$ cat config.mk
export PLATFORM = sky130hd
export DESIGN_NAME = lcd_com_seg_pin_control
export DESIGN_NICKNAME = d
export VERILOG_FILES = /design/src/logic/lcd_pin_pkg.sv /design/src/logic/lcd_com_seg_pin_control.sv /design/src/logic/lcd_level_encoder.sv
export SDC_FILE = /design/constraint.sdc
export NUM_CORES = 1
export LEC_CHECK = 0
export ABC_CLOCK_PERIOD_IN_PS = 3440
export BUFFER_PORTS_ARGS = -buffer_cell sky130_fd_sc_hd__buf_2
export CELL_PAD_IN_SITES_DETAIL_PLACEMENT = 1
export CELL_PAD_IN_SITES_GLOBAL_PLACEMENT = 2
export CORE_ASPECT_RATIO = 1.4
export CORE_MARGIN = 5
export CORE_UTILIZATION = 30
export CTS_CLUSTER_DIAMETER = 120
export CTS_CLUSTER_SIZE = 8
export DETAILED_ROUTE_END_ITERATION = 6
export GPL_ROUTABILITY_DRIVEN = 0
export GPL_TIMING_DRIVEN = 0
export HOLD_SLACK_MARGIN = 0.1
export PLACE_DENSITY_LB_ADDON = 0.1
export SLEW_MARGIN = 20
export SYNTH_ARGS = -nofsm -noshare
export SYNTH_HDL_FRONTEND = slang
export SYNTH_SLANG_ARGS = --single-unit
$ cat constraint.sdc
create_clock -name clk_sys -period 3.44 [get_ports clk_sys]
set_clock_uncertainty 0.1 [all_clocks]
set_input_delay 0.516 -clock clk_sys [delete_from_list [all_inputs] [get_ports clk_sys]]
set_output_delay 0.516 -clock clk_sys [all_outputs]
set_load 0.01 [all_outputs]
$ cat src/logic/lcd_pin_pkg.sv
// shared constants for the lcd common/segment pin control block
package lcd_pin_pkg;
    localparam int NUM_SHARED = 6;
    localparam int NUM_SEG = 24;
    localparam int REG_W = 8;
    localparam int NUM_REGS = 5;
    // register byte offsets on the apb bus
    localparam logic [11:0] OFF_CTRL0 = 12'h000;
    localparam logic [11:0] OFF_CTRL1 = 12'h004;
    localparam logic [11:0] OFF_CTRL2 = 12'h008;
    localparam logic [11:0] OFF_CTRL3 = 12'h00C;
    localparam logic [11:0] OFF_CTRL4 = 12'h010;
    // reset values
    localparam logic [7:0] RST_CTRL = 8'h00;
    // control zero fields
    localparam int BIT_FRAME = 7;
    localparam int BIT_ISEL_HI = 6;
    localparam int BIT_ISEL_LO = 5;
    localparam int BIT_MASTER_EN = 4;
    // control one fields
    localparam int BIT_COM5EN = 7;
    localparam int BIT_COM4EN = 6;
    // control four writable mask
    localparam logic [7:0] CTRL4_MASK = 8'h03;
    // bias current codes
    typedef enum logic [1:0] {
        ISEL_8U3 = 2'b00,
        ISEL_16U7 = 2'b01,
        ISEL_50U = 2'b10,
        ISEL_100U = 2'b11
    } bias_current_type;
    // drive levels handed to the analog driver
    typedef enum logic [1:0] {
        LVL_GND = 2'b00,
        LVL_THIRD = 2'b01,
        LVL_TWO_THIRDS = 2'b10,
        LVL_SUPPLY = 2'b11
    } level_type;
endpackage

$ cat src/logic/lcd_com_seg_pin_control.sv
// lcd common/segment pin control with apb register access
`timescale 1ns/1ps
module lcd_com_seg_pin_control
    import lcd_pin_pkg::*;
#(
    parameter int NUM_LINES = NUM_SEG
) (
    // clock and reset
    input wire logic clk_sys,
    input wire logic rst,
    // apb slave
    input wire logic psel,
    input wire logic penable,
    input wire logic pwrite,
    input wire logic [11:0] paddr,
    input wire logic [31:0] pwdata,
    output logic [31:0] prdata,
    output logic pready,
    output logic pslverr,
    // pin data from the shared i/o data registers
    input wire logic [NUM_LINES-1:0] pinData,
    // analog side
    output logic [1:0] biasCurrentSel,
    output logic [NUM_LINES-1:0] lcdPinSelect,
    output logic [2*NUM_LINES-1:0] pinLevel
);
    // the field map below is fixed at one line per enable bit
    if (NUM_LINES != NUM_SEG) begin : g_bad_lines
        $error("NUM_LINES must equal the number of lcd lines");
    end

    logic [7:0] ctrl0_q, ctrl0_d;
    logic [7:0] ctrl1_q, ctrl1_d;
    logic [7:0] ctrl2_q, ctrl2_d;
    logic [7:0] ctrl3_q, ctrl3_d;
    logic [7:0] ctrl4_q, ctrl4_d;
    logic [31:0] prdata_q, prdata_d;
    logic pready_q, pready_d;
    logic pslverr_q, pslverr_d;
    logic [1:0] isel_q, isel_d;
    logic [NUM_LINES-1:0] pinSel_q, pinSel_d;
    logic [NUM_LINES-1:0] pinEn;
    logic [NUM_LINES-1:0] segMode;
    logic masterEn;
    logic frameOne;
    logic access;
    logic known;

    // true when the byte address hits a register
    function automatic logic addr_hit(input logic [11:0] a);
        return (a == OFF_CTRL0) || (a == OFF_CTRL1) || (a == OFF_CTRL2) ||
               (a == OFF_CTRL3) || (a == OFF_CTRL4);
    endfunction

    // one wait state: an access already answered is not taken again,
    // so a master that holds penable a cycle too long cannot write twice
    assign access = psel && penable && !pready_q;
    assign known = addr_hit(paddr);

    // register writes and single-wait-state apb answer
    always_comb begin
        ctrl0_d = ctrl0_q;
        ctrl1_d = ctrl1_q;
        ctrl2_d = ctrl2_q;
        ctrl3_d = ctrl3_q;
        ctrl4_d = ctrl4_q;
        prdata_d = prdata_q;
        pready_d = 1'b0;
        pslverr_d = 1'b0;
        if (access) begin
            pready_d = 1'b1;
            pslverr_d = !known;
            prdata_d = 32'h0000_0000;
            if (pwrite) begin
                case (paddr)
                    OFF_CTRL0: ctrl0_d = pwdata[7:0];
                    OFF_CTRL1: ctrl1_d = pwdata[7:0];
                    OFF_CTRL2: ctrl2_d = pwdata[7:0];
                    OFF_CTRL3: ctrl3_d = pwdata[7:0];
                    OFF_CTRL4: ctrl4_d = pwdata[7:0] & CTRL4_MASK;
                    default: ctrl0_d = ctrl0_q;
                endcase
            end else begin
                case (paddr)
                    OFF_CTRL0: prdata_d = {24'h000000, ctrl0_q};
                    OFF_CTRL1: prdata_d = {24'h000000, ctrl1_q};
                    OFF_CTRL2: prdata_d = {24'h000000, ctrl2_q};
                    OFF_CTRL3: prdata_d = {24'h000000, ctrl3_q};
                    OFF_CTRL4: prdata_d = {24'h000000, ctrl4_q};
                    default: prdata_d = 32'h0000_0000;
                endcase
            end
        end
    end

    always_ff @(posedge clk_sys) begin
        if (rst) begin
            ctrl0_q <= RST_CTRL;
            ctrl1_q <= RST_CTRL;
            ctrl2_q <= RST_CTRL;
            ctrl3_q <= RST_CTRL;
            ctrl4_q <= RST_CTRL;
            prdata_q <= 32'h0000_0000;
            pready_q <= 1'b0;
            pslverr_q <= 1'b0;
        end else begin
            ctrl0_q <= ctrl0_d;
            ctrl1_q <= ctrl1_d;
            ctrl2_q <= ctrl2_d;
            ctrl3_q <= ctrl3_d;
            ctrl4_q <= ctrl4_d;
            prdata_q <= prdata_d;
            pready_q <= pready_d;
            pslverr_q <= pslverr_d;
        end
    end

    assign prdata = prdata_q;
    assign pready = pready_q;
    assign pslverr = pslverr_q;

    // field decode
    // a shared pin keeps its other function unless enabled here
    assign masterEn = ctrl0_q[BIT_MASTER_EN];
    assign frameOne = ctrl0_q[BIT_FRAME];
    assign pinEn = {ctrl4_q[1:0], ctrl3_q, ctrl2_q,
                    ctrl1_q[BIT_COM5EN], ctrl1_q[BIT_COM4EN],
                    ctrl0_q[3:0]};
    // lines 6 and up are segment-only
    assign segMode = {{(NUM_LINES-NUM_SHARED){1'b1}},
                      ctrl1_q[NUM_SHARED-1:0]};

    // pin select and bias code registered for the pad mux
    // one cycle of latency buys a glitch-free switch at the pads
    always_comb begin
        isel_d = ctrl0_q[BIT_ISEL_HI:BIT_ISEL_LO];
        // gated by master enable; port direction is not consulted
        pinSel_d = masterEn ? pinEn : '0;
    end

    always_ff @(posedge clk_sys) begin
        if (rst) begin
            isel_q <= ISEL_8U3;
            pinSel_q <= '0;
        end else begin
            isel_q <= isel_d;
            pinSel_q <= pinSel_d;
        end
    end

    assign biasCurrentSel = isel_q;
    assign lcdPinSelect = pinSel_q;

    // one level encoder per line
    // all encoders share frame and master enable, so lines flip together
    for (genvar i = 0; i < NUM_LINES; i++) begin : g_line
        lcd_level_encoder u_enc (
            .clk_sys(clk_sys),
            .rst(rst),
            .active(masterEn && pinEn[i]),
            .frameOne(frameOne),
            .isSegment(segMode[i]),
            .pinData(pinData[i]),
            .level_q(pinLevel[2*i+1:2*i])
        );
    end

    // reference table for the 1/3-bias levels, kept apart from the encoder
    function automatic level_type level_code(input logic f, s, d);
        case ({f, s, d})
            3'h0: return LVL_THIRD;
            3'h1: return LVL_SUPPLY;
            3'h2: return LVL_GND;
            3'h3: return LVL_TWO_THIRDS;
            3'h4: return LVL_TWO_THIRDS;
            3'h5: return LVL_GND;
            3'h6: return LVL_SUPPLY;
            3'h7: return LVL_THIRD;
            default: return LVL_GND;
        endcase
    endfunction

    // every line grounds when unselected and follows the table otherwise
    for (genvar j = 0; j < NUM_LINES; j++) begin : g_line_chk

    end
endmodule // lcd_com_seg_pin_control

$ cat src/logic/lcd_level_encoder.sv
// per-pin drive level encoder for one lcd line
`timescale 1ns/1ps
module lcd_level_encoder
    import lcd_pin_pkg::*;
(
    // clock and reset
    input wire logic clk_sys,
    input wire logic rst,
    // selection
    input wire logic active,
    input wire logic frameOne,
    input wire logic isSegment,
    input wire logic pinData,
    // drive level
    output logic [1:0] level_q
);
    logic [1:0] level_d;

    // pick one of the four 1/3-bias levels
    always_comb begin
        level_d = LVL_GND;
        if (!active) begin
            level_d = LVL_GND;
        end else if (!frameOne) begin
            if (!isSegment) begin
                level_d = pinData ? LVL_SUPPLY : LVL_THIRD;
            end else begin
                level_d = pinData ? LVL_TWO_THIRDS : LVL_GND;
            end
        end else begin
            if (!isSegment) begin
                level_d = pinData ? LVL_GND : LVL_TWO_THIRDS;
            end else begin
                level_d = pinData ? LVL_THIRD : LVL_SUPPLY;
            end
        end
    end

    // registered so the analog side sees a clean level
    always_ff @(posedge clk_sys) begin
        if (rst) begin
            level_q <= LVL_GND;
        end else begin
            level_q <= level_d;
        end
    end
endmodule // lcd_level_encoder

==> results.json, run 1 <==
{
  "cts.sinks": 118,
  "p_sw_frac": 0.225,
  "wl_per_cell_microns": 16.9,
  "cts_buffers": 17,
  "period_share": 0.613,
  "vias_per_cell": 4.33,
  "boundaryPins": 181,
  "register_area_sq_um": 2360,
  "ys_ff_latch": 118,
  "finalSetupViolCount": 0,
  "cp_data_arrival_time_ns": 2.29,
  "clk_pin_slew_ns": 0.06,
  "seqPwrFrac": 0.421,
  "post_cts_buffers": 0,
  "dp_hpwl_microns": 10300,
  "fmax_mhz": 474,
  "critPathBufInv": 3,
  "ys_types": 41,
  "end_kind": "register",
  "fin_util": 0.414,
  "dieArea_sq_um": 17400,
  "yosysWarnings": 0,
  "area_growth_pct": 35.3,
  "synth_async_sr_flop_share": 0,
  "cts_tree": "done",
  "syn_area_sq_um": 4440,
  "avgSynthCellArea_sq_um": 10.6,
  "antenna_found_initial": 0,
  "drc_errors": 0,
  "tightest_slew_ns": 0.863,
  "cts_resized": 0,
  "hp-class": "input pin to register",
  "drive_gt1_frac": 0.342,
  "start_util": 0.306,
  "mostFrequentLayoutCell": "buf_2",
  "die_h_microns": 154,
  "grtUsageTotal": 0.155,
  "path_cells": "buf_2, buf_2, nor4_2, nand4_1, clkbuf_1, nand2_1, o21ai_0",
  "synth_top_area_cell": "dfxtp_1",
  "clockBufferDepth": 2,
  "initialDrtViolationCount": 99,
  "rsz0062_at_grt": "no",
  "grt.overflow.total": 0,
  "routed_wl_microns": 13400,
  "ir_worst_vdd_mv": 0.289,
  "fillCellCount": 1711,
  "worstPathRequired_ns": 3.62,
  "netlist_instances": 420,
  "p_leak_nw": 3.16,
  "hold_violations": 0,
  "multi_input_area_sq_um": 1860,
  "ys_seq_area_frac": 0.532,
  "layout_common_cells": "buf_2 (136), dfxtp_1 (118), and3_1 (39)",
  "synth_ff_type": "dfxtp_1",
  "critPathKind": "input pin to register",
  "stdcell_count": 794,
  "fin_hold_ws_ns": 0.246,
  "slew_headroom": 0.425,
  "drv_cap": 0,
  "critPathMaxFanout": 10,
  "core_region_area_sq_um": 14500,
  "power_switching_mw": 0.730,
  "synth_edf_count": 0,
  "cp_slowest_stage_delay_ns": 0.45,
  "grt_pass1_vias": 3876,
  "hold_buffers": 0,
  "fp-row-count": 52,
  "grt_pass1_wl_microns": 20800,
  "worstSkewPairLatency_ns": 0.41,
  "cpLargestDelayFamily": "simple AND/OR/NAND/NOR gates",
  "min_period_ns": 2.11,
  "total_power_mw": 3.25,
  "dp.cells": 762,
  "die_w_microns": 113,
  "drt_pass1_iterations": 4,
  "htreeDepth": 4,
  "crit_path_start_kind": "input pin",
  "slew_violations": 0,
  "netlist_top_cells_area": "dfxtp_1 (53%), mux2i_1 (6.1%), and3_1 (5.5%)",
  "power_frac_comb": 0.039,
  "synth_top_area_frac": 0.532,
  "port_buffers": 130,
  "n_antenna_cell": 0,
  "via_count": 3436,
  "grt_max_degree": 17,
  "p_int_mw": 2.52,
  "cp_common_cell": "buf_2",
  "outcome": "completed",
  "cts-root-buf": "clkbuf_16",
  "power_density_nw_per_um2": 542,
  "num-nets-final": 665,
  "ant_nets": 0,
  "tns_ns": 0,
  "critPathSlowestCell": "nand4_1",
  "power_frac_clock": 0.540
}
==> cell usage after synthesis (5+ instances only) <==
cell type	count
dfxtp_1	118
and3_1	39
nand2b_1	32
mux2i_1	27
buf_4	24
xor2_1	24
and2_1	19
nor2_1	17
clkbuf_1	15
nand2_1	14
inv_1	9
mux2_2	9
o21ai_0	9
a22oi_1	7
a32oi_1	6
buf_2	6
o21ai_1	6
xnor2_1	6
nand3b_1	5
==> power groups by stage <==
stage	combinational (mW)	sequential (mW)	clock [mW]
finish	0.128	1.37	1.75
global route	0.142	1.37	1.85
floorplan	0.0754	1.40	0
detailed placement	0.127	1.40	0
CTS	0.128	1.37	1.78
global placement	0.126	1.40	0
==> per-layer routing <==
layer,vias to the layer above,global-route usage,share of wire,wire length (microns)
met2,109,0.277,0.52,6900
li1,1718,-,-,-
met5,-,0,0,0
met3,13,0.0499,0.062,828
met4,0,0.0464,0.013,179
met1,1596,0.173,0.41,5490
==> kinds of logic after synthesis <==
family	after synthesis	share of synthesized area
flip-flops	118	0.532
other	1	0.000845
buffers and inverters	55	0.0685
multiplexers	36	0.0838
XOR/XNOR	30	0.0592
AO/OA/AOI/OAI	34	0.0510
AND/OR/NAND/NOR	146	0.204
==> area by class of cell <==
| type | instances | area share |
|---|---|---|
| plain buffers | 46 | 0.0450 |
| clock buffers | 19 | 0.0738 |
| clock inverters | 13 | 0.0248 |
| inverters | 9 | 0.00563 |
| multi-input cells | 270 | 0.309 |
| flip-flops and latches | 118 | 0.394 |
| well taps | 189 | 0.0394 |
| repair buffers | 130 | 0.108 |
==> state kept, by name, summed over array words and instances (netlist names) <==
register and cells:
g_line.u_enc.level_q 48, ctrl0_q 8, ctrl4_q 2, ctrl1_q 8, prdata 8, lcdPinSelect 24
pslverr 1, ctrl3_q 8, pready 1, ctrl2_q 8, biasCurrentSel 2
==> per-stage QoR <==
step,area (sq um),setup WS (ns)
after floorplan,4520,1.57
after global placement,5410,0.949
after detailed placement,5410,0.911
after CTS,6000,1.34
after global routing,6000,1.18
final,6000,1.33
==> worst paths after layout <==
check,cells past startpoint,slack [ns],endpoint,start
max,7,1.33,ctrl0_q[4]$_SDFFE_PP0P_,paddr[2]
min,3,0.25,g_line[4].u_enc.level_q[1]$_SDFF_PP0_,pinData[4]
max reg2reg,4,1.54,g_line[0].u_enc.level_q[0]$_SDFF_PP0_,ctrl0_q[4]$_SDFFE_PP0P_
min reg2reg,2,0.37,prdata[1]$_SDFFE_PP0P_,prdata[1]$_SDFFE_PP0P_
==> worst register-to-register path: stages, from the launching register on <==
cell and delay [ns]:
dfxtp_1 0.32, nor2b_1 0.37, clkbuf_1 0.59, nand2_1 0.27
nor2_1 0.17
No activity file was read; power rests on OpenSTA's default activity.
==> run 2: changes to the inputs <==
Settings changed: ABC_CLOCK_PERIOD_IN_PS 3440 to 1800, CORE_UTILIZATION 30 to 26.
Clock period 3.44 ns to 1.8 ns, I/O delays scaled along.
==> run 2 against run 1 <==
Net effect: worst setup slack worse by 1.1 ns; design area is 2.6% higher; critical path depth shrank 3; total power is 94% higher; critical path type is now register to register; die area grew 14%; clock-buffer cell count unchanged; final cell count increased by 3.3%; combinational power rose by 110%; sequential share of layout area fell by 0.99 points.
==> results.json, run 2 (synthesis gave the netlist of run 1 again) <==
{
  "vias_per_cell": 4.30,
  "grt_pass1_vias": 3854,
  "grt_max_degree": 17,
  "finalSetupViolCount": 0,
  "period_share": 0.894,
  "min_period_ns": 1.61,
  "grt.overflow.total": 0,
  "drive_gt1_frac": 0.345,
  "seqPwrFrac": 0.415,
  "slew_violations": 0,
  "hp-class": "input pin to register",
  "path_cells": "nor2b_1, clkbuf_2, nand2_1, nor2_1",
  "cts_tree": "done",
  "drt_pass1_iterations": 4,
  "drv_cap": 0,
  "p_int_mw": 4.95,
  "met2_usage": 0.252,
  "rsz0062_at_grt": "no",
  "start_util": 0.265,
  "dieArea_sq_um": 19800,
  "initialDrtViolationCount": 135,
  "core_region_area_sq_um": 16700,
  "slew_headroom": 0.432,
  "via_count": 3528,
  "outcome": "completed",
  "final_area_sq_um": 6160,
  "area_growth_pct": 38.8,
  "cp_slowest_stage_delay_ns": 0.37,
  "largest_register_ffs": 48,
  "grt_use_met3": 0.0445,
  "fp-row-count": 56,
  "critPathMaxFanout": 10,
  "top_usage_layer": "met2",
  "worstSkewPairLatency_ns": 0.40,
  "wl_per_cell_microns": 16.9,
  "grt_pass1_wl_microns": 21700,
  "die_w_microns": 120,
  "layout_common_cells": "buf_2 (136), dfxtp_1 (118), and3_1 (38)",
  "routed_wl_microns": 13800,
  "post-place-ws_ns": -0.450,
  "boundaryPins": 181,
  "cts.sinks": 118,
  "fin_hold_ws_ns": 0.116,
  "largest_register": "g_line.u_enc.level_q",
  "fin_ws_ns": 0.191,
  "crit_path_start_kind": "register",
  "port_buffers": 130,
  "total_power_mw": 6.30,
  "ant_nets": 0,
  "critPathKind": "register to register",
  "htreeDepth": 4,
  "cts-root-buf": "clkbuf_16",
  "n_antenna_cell": 0,
  "ir_worst_vdd_mv": 0.633,
  "cts_buffers": 17,
  "hold_violations": 0,
  "critPathSlowestCell": "nor2b_1",
  "num-nets-final": 677,
  "antenna_found_initial": 0,
  "fmax_mhz": 621,
  "tightest_slew_ns": 0.848,
  "mostFrequentLayoutCell": "buf_2",
  "grt_util_met1": 0.164,
  "worstPathRequired_ns": 2.04,
  "die_h_microns": 165,
  "power_frac_comb": 0.042,
  "p_sw_frac": 0.215,
  "clockBufferDepth": 2,
  "end_kind": "register",
  "clk_pin_slew_ns": 0.06,
  "fillCellCount": 1941,
  "power_switching_mw": 1.36,
  "p_leak_nw": 3.22,
  "drc_errors": 0,
  "tns_ns": 0,
  "power_density_nw_per_um2": 1020,
  "power_frac_clock": 0.543,
  "dp_hpwl_microns": 10800,
  "place_area_sq_um": 5430,
  "cp_data_arrival_time_ns": 1.85,
  "grtUsageTotal": 0.142
}
-- run 2: cell types whose count changed in the layout (fill, tap and decap cells not counted), moves of 2 or more --
cell	change
buf_4	+2
clkbuf_1	-3
clkbuf_2	+2
clkinv_2	+4
clkinv_4	-2
dlygate4sd3_1	+10
inv_6	-2
-- run 2: power groups by stage --
stage	clock network [mW]	logic, mW	registers (mW)
global placement	0	0.243	2.67
floorplan	0	0.144	2.67
CTS	3.50	0.265	2.62
detailed placement	0	0.247	2.67
finish	3.42	0.266	2.62
global route	3.63	0.294	2.61
-- run 2: metal layers --
metal / vias to the layer above / routed length [microns]
li1: 1746 / -
met1: 1661 / 5800
met2: 111 / 7030
met3: 10 / 835
met4: 0 / 163
met5: - / 0
-- run 2: what timing repair did --
| action | 4_1_cts | 5_1_grt |
|---|---|---|
| setup buffers | 1 | 1 |
| hold endpoints to repair | 11 | 0 |
| pin swaps | 1 | 1 |
| hold buffers | 10 | 0 |
| resized for setup | 1 | 7 |
| endpoints found under the setup margin | 12 | 29 |
-- run 2: final cells by class --
class	instances	area, sq um	share of cell area
clock inverter	13	156	0.0254
buffer	46	273	0.0443
clock buffer	19	443	0.0719
tap	203	254	0.0413
sequential	118	2360	0.384
multi-input combinational	270	1870	0.304
timing repair buffer	142	766	0.124
inverter	9	33.8	0.00549
-- run 2: worst paths after layout --
kind / from / to / slack (ns) / cells past startpoint
worst min register to register: prdata[1]$_SDFFE_PP0P_ / prdata[1]$_SDFFE_PP0P_ / 0.37 / 2
worst max-delay path: ctrl0_q[4]$_SDFFE_PP0P_ / g_line[0].u_enc.level_q[1]$_SDFF_PP0_ / 0.19 / 4
worst min-delay path: pinData[14] / g_line[14].u_enc.level_q[1]$_SDFF_PP0_ / 0.12 / 3
worst max register to register: ctrl0_q[4]$_SDFFE_PP0P_ / g_line[0].u_enc.level_q[1]$_SDFF_PP0_ / 0.19 / 4
-- run 2: critical path, delay by kind of cell (launching register included) --
family,cells,cell delay [ns]
buffers and inverters,1,0.37
DFF,1,0.33
and+or+nand+nor,3,0.73
-- run 2: metrics by stage --
step           cells   util
2_1_floorplan    443      -
3_3_place_gp     776  0.324
3_5_place_dp     776  0.324
4_1_cts          819  0.366
5_1_grt          820  0.368
6_report         820  0.368
==> run 3: changes to the inputs <==
Settings changed: ABC_AREA from default to 1, CORE_UTILIZATION 26 to 25, MAX_ROUTING_LAYER from default to met4.
==> run 3 against run 2 <==
Net effect: combinational power up 17%; global-route usage increased by 1.4 points; synthesized cell count up 18%; area after synthesis increased by 6.6%; critical endpoint is now g_line[16].u_enc.level_q[1]$_SDFF_PP0_; largest power group unchanged; highest routed layer unchanged.
==> results.json, run 3 <==
{
  "finalSetupViolCount": 0,
  "ys_ff_latch": 118,
  "ys_types": 32,
  "power_density_nw_per_um2": 1010,
  "largest_register_ffs": 48,
  "synth_top_area_cell": "dfxtp_1",
  "netlist_instances": 496,
  "netlist_top_cells_area": "dfxtp_1 (50%), a211oi_2 (7.4%), nor2_1 (5.3%)",
  "worstSkewPairLatency_ns": 0.41,
  "n_antenna_cell": 0,
  "period_share": 0.886,
  "antenna_found_initial": 0,
  "end_kind": "register",
  "min_period_ns": 1.60,
  "slew_headroom": 0.434,
  "synth_common_cells": "dfxtp_1 (118), nor2_1 (67), nor3_1 (48)",
  "outcome": "completed",
  "drc_errors": 0,
  "tightest_slew_ns": 0.849,
  "via_count": 4029,
  "synth.most_common_cell": "dfxtp_1",
  "grt.overflow.total": 0,
  "stdcell_count": 956,
  "largest_register": "g_line.u_enc.level_q",
  "ir_worst_vdd_mv": 0.527,
  "tns_ns": 0,
  "synth_edf_count": 0,
  "area_growth_pct": 42.4,
  "cp_data_arrival_time_ns": 1.77,
  "grt_pass1_vias": 4556,
  "post_cts_buffers": 0,
  "ys_seq_area_frac": 0.499,
  "grtUsageTotal": 0.156,
  "layout_common_cells": "buf_2 (136), dfxtp_1 (118), nor2_1 (67)",
  "initialDrtViolationCount": 149,
  "syn_area_sq_um": 4730,
  "port_buffers": 132,
  "drv_cap": 0,
  "hp-class": "input pin to register",
  "synth_top_area_frac": 0.499,
  "die_h_microns": 173,
  "critPathMaxFanout": 10,
  "drt_pass1_iterations": 4,
  "worstPathRequired_ns": 1.98,
  "fmax_mhz": 627,
  "fin_ws_ns": 0.204,
  "fillCellCount": 2203,
  "clk_pin_slew_ns": 0.06,
  "grt_pass1_wl_microns": 25600,
  "clockBufferDepth": 2,
  "cts-root-buf": "clkbuf_16",
  "fin_hold_ws_ns": 0.125,
  "fp-row-count": 59,
  "num-nets-final": 772,
  "htreeDepth": 4,
  "crit_path_start_kind": "register",
  "grt_max_degree": 17,
  "synth_ff_type": "dfxtp_1",
  "start_util": 0.254,
  "boundaryPins": 181,
  "ant_nets": 0,
  "hold_violations": 0,
  "core_region_area_sq_um": 18600,
  "yosysWarnings": 0,
  "post-place-ws_ns": -0.0276,
  "mostFrequentLayoutCell": "buf_2",
  "dieArea_sq_um": 21800,
  "vias_per_cell": 4.21,
  "fin_util": 0.362,
  "p_leak_nw": 2.91,
  "drive_gt1_frac": 0.367,
  "critPathKind": "register to register",
  "synth_async_sr_flop_share": 0,
  "dp.cells": 895,
  "cts_tree": "done",
  "routed_wl_microns": 15900,
  "wl_per_cell_microns": 16.7,
  "slew_violations": 0,
  "cts_buffers": 17,
  "dp_hpwl_microns": 12300,
  "cts.sinks": 118,
  "die_w_microns": 126,
  "rsz0062_at_grt": "no",
  "avgSynthCellArea_sq_um": 9.54
}
-- run 3: changes by cell type after synthesis, moves of 18 or more --
| cell | delta |
|---|---|
| nand2b_1 | -32 |
| a211oi_2 | +28 |
| nand3_1 | +34 |
| nor2_1 | +50 |
| mux2i_1 | -27 |
| xor2_1 | -18 |
| and3_1 | -39 |
| and2_1 | -19 |
| inv_1 | +31 |
| xnor2_1 | +18 |
| nor3_1 | +47 |
-- run 3: area by class of cell --
class                   count  area (sq um)  share of cell area
clock buffers              19           443              0.0657
multi-input cells         305          1930               0.287
repair buffers            161           951               0.141
clock inverters            13           218              0.0323
well taps                 244           305              0.0453
plain buffers              52           360              0.0535
flip-flops and latches    118          2360               0.351
inverters                  44           166              0.0247
-- run 3: timing repair --
action / 4_1_cts / 5_1_grt
pin swaps: 0 / 0
gates cloned: 0 / 0
hold buffers: 29 / 0
setup endpoints to repair: 11 / 10
endpoints found under the hold margin: 30 / 0
gates resized for setup: 2 / 2
-- run 3: final timing paths --
check	endpoint	slack (ns)	depth (start not counted)	startpoint
max	g_line[16].u_enc.level_q[1]$_SDFF_PP0_	0.20	5	ctrl0_q[4]$_SDFFE_PP0P_
min	ctrl4_q[0]$_SDFFE_PP0P_	0.12	3	pwdata[0]
max reg2reg	g_line[16].u_enc.level_q[1]$_SDFF_PP0_	0.20	5	ctrl0_q[4]$_SDFFE_PP0P_
min reg2reg	prdata[4]$_SDFFE_PP0P_	0.36	2	prdata[4]$_SDFFE_PP0P_
-- run 3: power by group --
group	total [mW]	leakage, nW	internal (mW)	switching (mW)
Sequential	2.61	0.950	2.61	0.000533
Clock	3.85	0.315	2.52	1.33
Combinational	0.311	1.65	0.151	0.160
Total	6.77	2.91	5.28	1.49
-- run 3: kinds of logic (layout without fill, tap and decap cells) --
| family | count (synthesis) | count (layout) | share of synthesized area |
|---|---|---|---|
| AND/OR/NAND/NOR | 206 | 206 | 0.237 |
| flip-flops | 118 | 118 | 0.499 |
| AO/OA/AOI/OAI | 45 | 45 | 0.0968 |
| XOR/XNOR | 30 | 30 | 0.0555 |
| buffers and inverters | 96 | 289 | 0.111 |
| other | 1 | 24 | 0.000793 |
-- run 3: layer usage --
| metal | vias up | global-route usage | routed length (microns) |
|---|---|---|---|
| li1 | 1992 | - | - |
| met1 | 1899 | 0.173 | 6570 |
| met2 | 119 | 0.273 | 8310 |
| met3 | 19 | 0.0383 | 781 |
| met4 | 0 | 0.0519 | 274 |
| met5 | - | - | 0 |
-- run 3: worst max-delay path, stage by stage, from the launching register on --
cell	delay (ns)
dfxtp_1	0.31
inv_1	0.09
or2_2	0.11
clkbuf_1	0.30
clkbuf_1	0.46
nor3_1	0.11
-- run 3: metrics by stage --
stage               power (mW)  area, sq um
global placement          2.93         5780
global route              7.01         6740
finish                    6.77         6740
floorplan                 2.83         4820
detailed placement        2.93         5780
CTS                       6.86         6740
